**src/uart_lms_pkg.sv**
```systemverilog
/*
 * Package for the line and modem status block of one serial channel:
 * register offsets, bit positions, reset values and the carrier structs.
 * Assumes one 250 MHz clock domain and an 8-bit register port.
 */
package uart_lms_pkg;

    // Register offsets on the 3-bit register port
    localparam logic [2:0] OFS_RX_HOLD = 3'h0;
    localparam logic [2:0] OFS_INT_EN = 3'h1;
    localparam logic [2:0] OFS_MODEM_CTRL = 3'h4;
    localparam logic [2:0] OFS_LINE_STAT = 3'h5;
    localparam logic [2:0] OFS_MODEM_STAT = 3'h6;
    localparam logic [2:0] OFS_SCRATCH = 3'h7;

    // modem_control fields
    localparam int MC_DTR = 0;
    localparam int MC_RTS = 1;
    localparam int MC_OUT1 = 2;
    localparam int MC_OUT2 = 3;
    localparam int MC_LOOP = 4;

    // interrupt_enable fields
    localparam int IE_TX = 1;
    localparam int IE_MODEM = 3;

    // Modem line index inside the 4-bit groups (change flags and status)
    localparam int ML_CTS = 0;
    localparam int ML_DSR = 1;
    localparam int ML_RI = 2;
    localparam int ML_CD = 3;

    // Reset values
    localparam logic [4:0] MCR_RST = 5'h00;
    localparam logic [3:0] IER_RST = 4'h0;
    localparam logic [3:0] PINS_IDLE = 4'hf;
    localparam logic [7:0] DATA_RST = 8'h00;

    typedef struct packed {
        logic [2:0] addr;
        logic [7:0] wdata;
        logic wr;
        logic rd;
    } reg_req_s;

    // Active-low modem inputs; bit order matches the ML_* indices
    typedef struct packed {
        logic carrier_detect_n;
        logic ring_indicator_n;
        logic dsr_n;
        logic cts_n;
    } modem_pins_s;

    typedef struct packed {
        logic done;
        logic [7:0] data;
        logic parity_bit;
        logic stop_ok;
    } rx_char_s;

    typedef struct packed {
        logic [1:0] word_len;
        logic two_stop;
        logic parity_en;
        logic parity_even;
        logic parity_force;
    } line_cfg_s;

    typedef struct packed {
        logic [3:0] m1;
        logic [3:0] m2;
        logic [3:0] m3;
        logic [3:0] mstable;
        logic [3:0] prev;
        logic [3:0] delta;
        logic rx1;
        logic rx2;
        logic rx3;
        logic rx_stable;
        logic [4:0] modem_control;
        logic [3:0] interrupt_enable;
        logic [7:0] scratch;
        logic [7:0] receive_holding_reg;
        logic dr;
        logic oe;
        logic pe;
        logic fe;
        logic bi;
        logic [3:0] brk_cnt;
        logic thre;
        logic temt;
        logic [7:0] rdata;
        logic dtr_n;
        logic rts_n;
        logic txd;
        logic rxd;
        logic mint;
        logic tint;
    } state_s;

    localparam state_s STATE_RST = '{m1: PINS_IDLE, m2: PINS_IDLE, m3: PINS_IDLE, mstable: PINS_IDLE,
        rx1: 1'h1, rx2: 1'h1, rx3: 1'h1, rx_stable: 1'h1, modem_control: MCR_RST, interrupt_enable: IER_RST,
        scratch: DATA_RST, receive_holding_reg: DATA_RST, thre: 1'h1, temt: 1'h1, rdata: DATA_RST,
        dtr_n: 1'h1, rts_n: 1'h1, txd: 1'h1, rxd: 1'h1, default: '0};

endpackage

```
**src/uart_line_modem_status.sv**
```systemverilog
/*
 * Line status, modem status, modem control, loop-back and scratch logic
 * of one serial channel, with its register port.
 * Assumes a receiver core that reports each finished character as a
 * one-cycle pulse with its bits, a transmitter core that reports its
 * holding and shift register state, and a bit-time tick on i_clock.
 */
// Added by the designer: strobed register access and the address map.
// Summary of operation
// Control bit 4 selects local loop-back
// Data ready while receive holding register full
// Overrun flagged; held character kept intact
// Parity error on parity mismatch
// Framing error on missing stop bit
// Break after receive low one frame
// Holding empty flag; interrupt when enabled
// Transmitter empty when both registers empty
// Change flags set on modem input change
// Reading modem status clears change flags
// Ring change only on trailing edge
// Any change flag requests modem interrupt
// Upper status bits invert modem pins
// Loop-back maps control bits onto status
// Scratch register stores and returns data
// Control bits 0/1 drive ready/request outputs
// Modem interrupt gated by enable bit
// Reading line status clears error flags
// Loop-back idles outputs, routes data internally
`timescale 1ns/100ps
module uart_line_modem_status (
    input wire logic i_clock,
    input wire logic i_rst_b,
    input wire logic i_clk_en,
    input wire uart_lms_pkg::reg_req_s i_req,
    output logic [7:0] o_rdata,
    input wire uart_lms_pkg::modem_pins_s i_modem_n,
    input wire logic i_rx_pin,
    input wire logic i_tx_serial,
    input wire logic i_bit_tick,
    input wire uart_lms_pkg::rx_char_s i_rx_char,
    input wire uart_lms_pkg::line_cfg_s i_cfg,
    input wire logic i_thr_empty,
    input wire logic i_tsr_empty,
    output logic o_rx_serial,
    output logic o_tx_pin,
    output logic o_dtr_n,
    output logic o_rts_n,
    output logic o_modem_int,
    output logic o_tx_int
);
    import uart_lms_pkg::*;

    state_s st_q;
    state_s st_d;
    logic loop;
    logic rhr_rd;
    logic lsr_rd;
    logic msr_rd;
    logic [3:0] status;
    logic [3:0] chg;
    logic exp_par;
    logic pe_set;
    logic fe_set;
    logic oe_set;
    logic bi_set;
    logic rx_load;
    logic [3:0] fbits;

    function automatic logic [7:0] data_mask(input logic [1:0] wl);
        unique case (wl)
            2'h0: data_mask = 8'h1f;
            2'h1: data_mask = 8'h3f;
            2'h2: data_mask = 8'h7f;
            default: data_mask = 8'hff;
        endcase
    endfunction

    // Half stop bit rounded up: break needs the line low a touch longer
    function automatic logic [3:0] frame_bits(input line_cfg_s c);
        frame_bits = 4'h6 + {2'h0, c.word_len} + {3'h0, c.parity_en} + (c.two_stop ? 4'h2 : 4'h1);
    endfunction

    always_comb begin
        st_d = st_q;
        loop = st_q.modem_control[MC_LOOP];
        rhr_rd = i_req.rd && (i_req.addr == OFS_RX_HOLD);
        lsr_rd = i_req.rd && (i_req.addr == OFS_LINE_STAT);
        msr_rd = i_req.rd && (i_req.addr == OFS_MODEM_STAT);
        if (loop) begin
            status = {st_q.modem_control[MC_OUT2], st_q.modem_control[MC_OUT1], st_q.modem_control[MC_DTR], st_q.modem_control[MC_RTS]};
        end else begin
            status = ~st_q.mstable;
        end
        chg = status ^ st_q.prev;
        chg[ML_RI] = st_q.prev[ML_RI] & ~status[ML_RI];
        exp_par = i_cfg.parity_force ? ~i_cfg.parity_even
            : (i_cfg.parity_even ? ^(i_rx_char.data & data_mask(i_cfg.word_len))
            : ~^(i_rx_char.data & data_mask(i_cfg.word_len)));
        pe_set = i_rx_char.done && i_cfg.parity_en && (i_rx_char.parity_bit != exp_par);
        fe_set = i_rx_char.done && !i_rx_char.stop_ok;
        oe_set = i_rx_char.done && st_q.dr && !rhr_rd;
        rx_load = i_rx_char.done && !oe_set;
        fbits = frame_bits(i_cfg);
        bi_set = i_bit_tick && !st_q.rxd && (st_q.brk_cnt != fbits) && ((st_q.brk_cnt + 4'h1) == fbits);
        if (i_clk_en) begin
            // Three-stage pin sync; a level counts once stages 2 and 3 agree
            st_d.m1 = i_modem_n;
            st_d.m2 = st_q.m1;
            st_d.m3 = st_q.m2;
            st_d.mstable = (~(st_q.m2 ^ st_q.m3) & st_q.m3) | ((st_q.m2 ^ st_q.m3) & st_q.mstable);
            st_d.rx1 = i_rx_pin;
            st_d.rx2 = st_q.rx1;
            st_d.rx3 = st_q.rx2;
            if (st_q.rx2 == st_q.rx3) begin
                st_d.rx_stable = st_q.rx3;
            end
            st_d.prev = status;
            // Set wins over the read clear so no change is lost
            st_d.delta = (msr_rd ? 4'h0 : st_q.delta) | chg;
            if (i_bit_tick) begin
                if (st_q.rxd) begin
                    st_d.brk_cnt = 4'h0;
                end else if (st_q.brk_cnt != fbits) begin
                    st_d.brk_cnt = st_q.brk_cnt + 4'h1;
                end
            end
            if (rx_load) begin
                st_d.receive_holding_reg = i_rx_char.data;
                st_d.dr = 1'h1;
            end else if (rhr_rd) begin
                st_d.dr = 1'h0;
            end
            st_d.oe = (st_q.oe && !lsr_rd) || oe_set;
            st_d.pe = (st_q.pe && !lsr_rd) || pe_set;
            st_d.fe = (st_q.fe && !lsr_rd) || fe_set;
            st_d.bi = (st_q.bi && !lsr_rd) || bi_set;
            st_d.thre = i_thr_empty;
            st_d.temt = i_thr_empty && i_tsr_empty;
            if (i_req.wr) begin
                unique case (i_req.addr)
                    OFS_INT_EN: st_d.interrupt_enable = i_req.wdata[3:0];
                    OFS_MODEM_CTRL: st_d.modem_control = i_req.wdata[4:0];
                    OFS_SCRATCH: st_d.scratch = i_req.wdata;
                    default: ;
                endcase
            end
            st_d.rdata = 8'h00;
            if (i_req.rd) begin
                unique case (i_req.addr)
                    OFS_RX_HOLD: st_d.rdata = st_q.receive_holding_reg;
                    OFS_INT_EN: st_d.rdata = {4'h0, st_q.interrupt_enable};
                    OFS_MODEM_CTRL: st_d.rdata = {3'h0, st_q.modem_control};
                    OFS_LINE_STAT: st_d.rdata = {1'h0, st_q.temt, st_q.thre, st_q.bi, st_q.fe, st_q.pe,
                        st_q.oe, st_q.dr};
                    OFS_MODEM_STAT: st_d.rdata = {status, st_q.delta};
                    OFS_SCRATCH: st_d.rdata = st_q.scratch;
                    default: st_d.rdata = 8'h00;
                endcase
            end
            // Outputs follow the new control value to save a cycle
            st_d.dtr_n = !(st_d.modem_control[MC_DTR] && !st_d.modem_control[MC_LOOP]);
            st_d.rts_n = !(st_d.modem_control[MC_RTS] && !st_d.modem_control[MC_LOOP]);
            st_d.txd = st_d.modem_control[MC_LOOP] ? 1'h1 : i_tx_serial;
            st_d.rxd = st_d.modem_control[MC_LOOP] ? i_tx_serial : st_q.rx_stable;
            st_d.mint = (|st_d.delta) && st_d.interrupt_enable[IE_MODEM];
            st_d.tint = st_d.thre && st_d.interrupt_enable[IE_TX];
        end
    end

    always_ff @(posedge i_clock) begin
        if (!i_rst_b) begin
            st_q <= STATE_RST;
        end else begin
            st_q <= st_d;
        end
    end

    assign o_rdata = st_q.rdata;
    assign o_rx_serial = st_q.rxd;
    assign o_tx_pin = st_q.txd;
    assign o_dtr_n = st_q.dtr_n;
    assign o_rts_n = st_q.rts_n;
    assign o_modem_int = st_q.mint;
    assign o_tx_int = st_q.tint;
endmodule

```
**config.mk**
```make
export PLATFORM = sky130hd
export DESIGN_NAME = uart_line_modem_status
export DESIGN_NICKNAME = d
export VERILOG_FILES = /design/src/uart_lms_pkg.sv /design/src/uart_line_modem_status.sv
export SDC_FILE = /design/constraint.sdc
export NUM_CORES = 1
export LEC_CHECK = 0
export ABC_AREA = 1
export CAP_MARGIN = 20
export CORE_MARGIN = 2
export CORE_UTILIZATION = 69
export CTS_BUF_LIST = sky130_fd_sc_hd__clkbuf_2
export DETAILED_ROUTE_END_ITERATION = 10
export DONT_BUFFER_PORTS = 1
export HOLD_SLACK_MARGIN = 0.05
export MAX_ROUTING_LAYER = met4
export PLACE_DENSITY = 0.85
export SLEW_MARGIN = 10
export SYNTH_ARGS = -nofsm -noshare
export SYNTH_HDL_FRONTEND = slang
export SYNTH_SLANG_ARGS = --single-unit
```
**constraint.sdc**
```tcl
create_clock -name i_clock -period 4.3 [get_ports i_clock]
set_input_delay 0.645 -clock i_clock [delete_from_list [all_inputs] [get_ports i_clock]]
set_output_delay 0.645 -clock i_clock [all_outputs]
set_load 0.02 [all_outputs]
```
==> impl_metrics.toml <==
[synthesis]
ys_ff_latch = 78
synth_cell_types = 35
synth_top_area_frac = 0.430
yosysMostFrequentCell = "nand2_1"
seq_area_frac_synth = 0.430
syn_area_sq_um = 3630
ys.flop_type = "dfxtp_1"
synth_fp_nets = 549
synth_edf_count = 0
synth_cells = 502
async_flop_share = 0
synth.avg_cell_area_sq_um = 7.24
synth_commonest_cells = "107 x nand2_1, 78 x dfxtp_1, 50 x inv_1, 50 x nor2_1, 42 x a21oi_1"
synth_area_leaders = "dfxtp_1 43%, nand2_1 11%, a21oi_1 5.8%"
yosys.area.top_type = "dfxtp_1"
yosysWarnings = 0

[pwr]
vdd_drop_max_mv = 0.242
power.density_nw_per_um2 = 336
power.leakage_nw = 1.64

[setup_path]
start_kind = "primary input"
crit_fanout = 4
cpMaxStageDelayCell = "fa_1"
crit_arrival_ns = 2.36
required_ns = 4.71
crit_type = "primary input to flip-flop"
crit_chain = "fa_1 -> ha_1 -> inv_1 -> ha_1 -> xnor2_1 -> nor2_1 -> nand2_1 -> inv_1 -> nand2_1 -> nand3_1 -> inv_1 -> nand2_1 -> a21oi_1"
slowest_delay_ns = 0.40
critPathCaptureType = "flip-flop"

[sta]
holdWs_ns = 0.209
clock_skew_ns = 0.0194
min_period_ns = 1.95
finalMaxSlewViolations = 0
hold_viol = 0
setup_violations = 0
worst_slack_ns = 2.35
finalCritPeriodShare = 0.454
tns_ns = 0
fmaxAchievable_mhz = 513
slew_headroom = 0.493
worst_pin_slew_ns = 0.757
rsz0062_at_grt = "false"

[routing]
drc = 0
drtAntennaViolNets = 0
viasPerCell = 5.76
wire_per_inst_microns = 14.7
drtPass1Iterations = 6
via_count = 3246
initialDrtViolationCount = 305
routed_wl_mm = 8.31

[die]
die_area_sq_um = 5860
start_util = 0.712
num_rows = 26
core_area_sq_um = 5110
die_h_microns = 76.6
die_x_microns = 76.6
ioPinCount = 56

[job]
maxCapViolations = 0

[layout]
drive_above_1_share = 0.0628
final_util = 0.728
nets = 536
design_area_sq_um = 3720
diodes = 0
syn_to_final_growth_pct = 2.31
n_fill_cell = 422

[global_route]
grt_pass1_wl_mm = 13.8
grt_pass1_vias = 3110
grt_usage = 0.301
overflow = 0
grt_max_degree = 54
antenna_found_initial = 0

[place]
io_buffers = 0
dp.final_hpwl_mm = 5.93
gp_congestion = 0.953
post_dp_cell_area_sq_um = 3600
preCtsSetupSlack_ns = 1.84

[hold_path]
worstHoldPathType = "primary input to flip-flop"

[run_status]
status = "finished clean"

[clock_network]
postCtsHoldBufs = 0
post_cts_buffers = 0
cts-root-buf = "clkbuf_2"
ctsResizeCount = 0
clockBufferDepth = 2
clock_latency_ns = 0.50
ctsHtreeMaxLevel = 3
cts_sinks = 78
numCtsBuffers = 9
clkTransAtPathRegs_ns = 0.20
cts_tree = "built"
[kinds of logic (layout without fill, tap and decap cells)]
logic type | Yosys count | count (layout) | synth area share
AOI/OAI and AO/OA | 114 | 114 | 0.180
xor gates and xnor gates | 17 | 17 | 0.0410
and+or+nand+nor | 203 | 203 | 0.231
DFF | 78 | 78 | 0.430
muxes | 1 | 1 | 0.00275
buffers and inverters | 84 | 76 | 0.0967
adders and majority gates | 5 | 5 | 0.0193
[worst paths after layout]
check                               from     endpoint  slack (ns)  cells past startpoint
worst max-delay path            i_cfg[2]     st_q[19]        2.35                     13
worst min-delay path             i_rst_b  o_rx_serial        0.21                      1
worst max register to register      loop  o_modem_int        2.64                      6
worst min register to register  st_q[30]     st_q[30]        0.48                      2
[critical path, delay by kind of cell]
kind | cells | cell delay (ns)
adders and majority gates | 3 | 0.83
and+or+nand+nor | 5 | 0.38
buffers and inverters | 3 | 0.20
xor gates and xnor gates | 1 | 0.16
AOI/OAI and AO/OA | 1 | 0.13
[routing by layer]
| layer | part of all wire | global-route usage | vias up |
|---|---|---|---|
| met5 | 0 | - | - |
| met4 | 0.031 | 0.127 | 0 |
| met3 | 0.071 | 0.0664 | 35 |
| met2 | 0.46 | 0.482 | 139 |
| met1 | 0.43 | 0.367 | 1457 |
| li1 | - | - | 1615 |
[power breakdown]
group	leakage, nW	switching (mW)	internal [mW]
clock	0.0559	0.259	0.0770
combinational	0.950	0.0815	0.0531
sequential	0.638	0.0224	0.756
total	1.64	0.363	0.886
[final cells by class]
cell class | instances | area, sq um | area share
Clock buffer | 9 | 45.0 | 0.0121
Timing Repair Buffer | 2 | 35.0 | 0.00942
Tap cell | 70 | 87.6 | 0.0236
Clock inverter | 7 | 50.0 | 0.0135
Multi-Input combinational cell | 340 | 1720 | 0.463
Sequential cell | 78 | 1560 | 0.420
Inverter | 58 | 218 | 0.0585
[metrics by stage]
stage / power [mW] / std cells
finish: 1.25 / 564
CTS: 1.25 / 563
global placement: 0.916 / 547
detailed placement: 0.923 / 547
floorplan: 0.906 / 502
global route: 1.30 / 564
[cell usage in the layout (no fill, tap or decap), types with 2 or more instances in the layout]
| master | n |
|---|---|
| ha_1 | 4 |
| clkinvlp_4 | 2 |
| o211ai_1 | 11 |
| nand4_1 | 2 |
| xor2_1 | 12 |
| dfxtp_1 | 78 |
| a221oi_1 | 4 |
| xnor2_1 | 5 |
| a21oi_1 | 42 |
| inv_2 | 7 |
| o22ai_1 | 3 |
| inv_1 | 50 |
| o21ai_1 | 4 |
| o21ai_0 | 39 |
| clkbuf_2 | 9 |
| nor2_1 | 50 |
| clkinv_4 | 2 |
| nand3_1 | 37 |
| a22oi_1 | 7 |
| clkinv_1 | 2 |
| nand2_1 | 107 |
[flip-flops by register name, summed over array words and instances, names as in the netlist, named ones only]
signal and flops:
o_tx_pin 1, o_rx_serial 1, st_q 59, o_rdata 8, o_rts_n 1, o_modem_int 1
o_tx_int 1, o_dtr_n 1, loop 1
No activity file was read; power rests on OpenSTA's default activity.
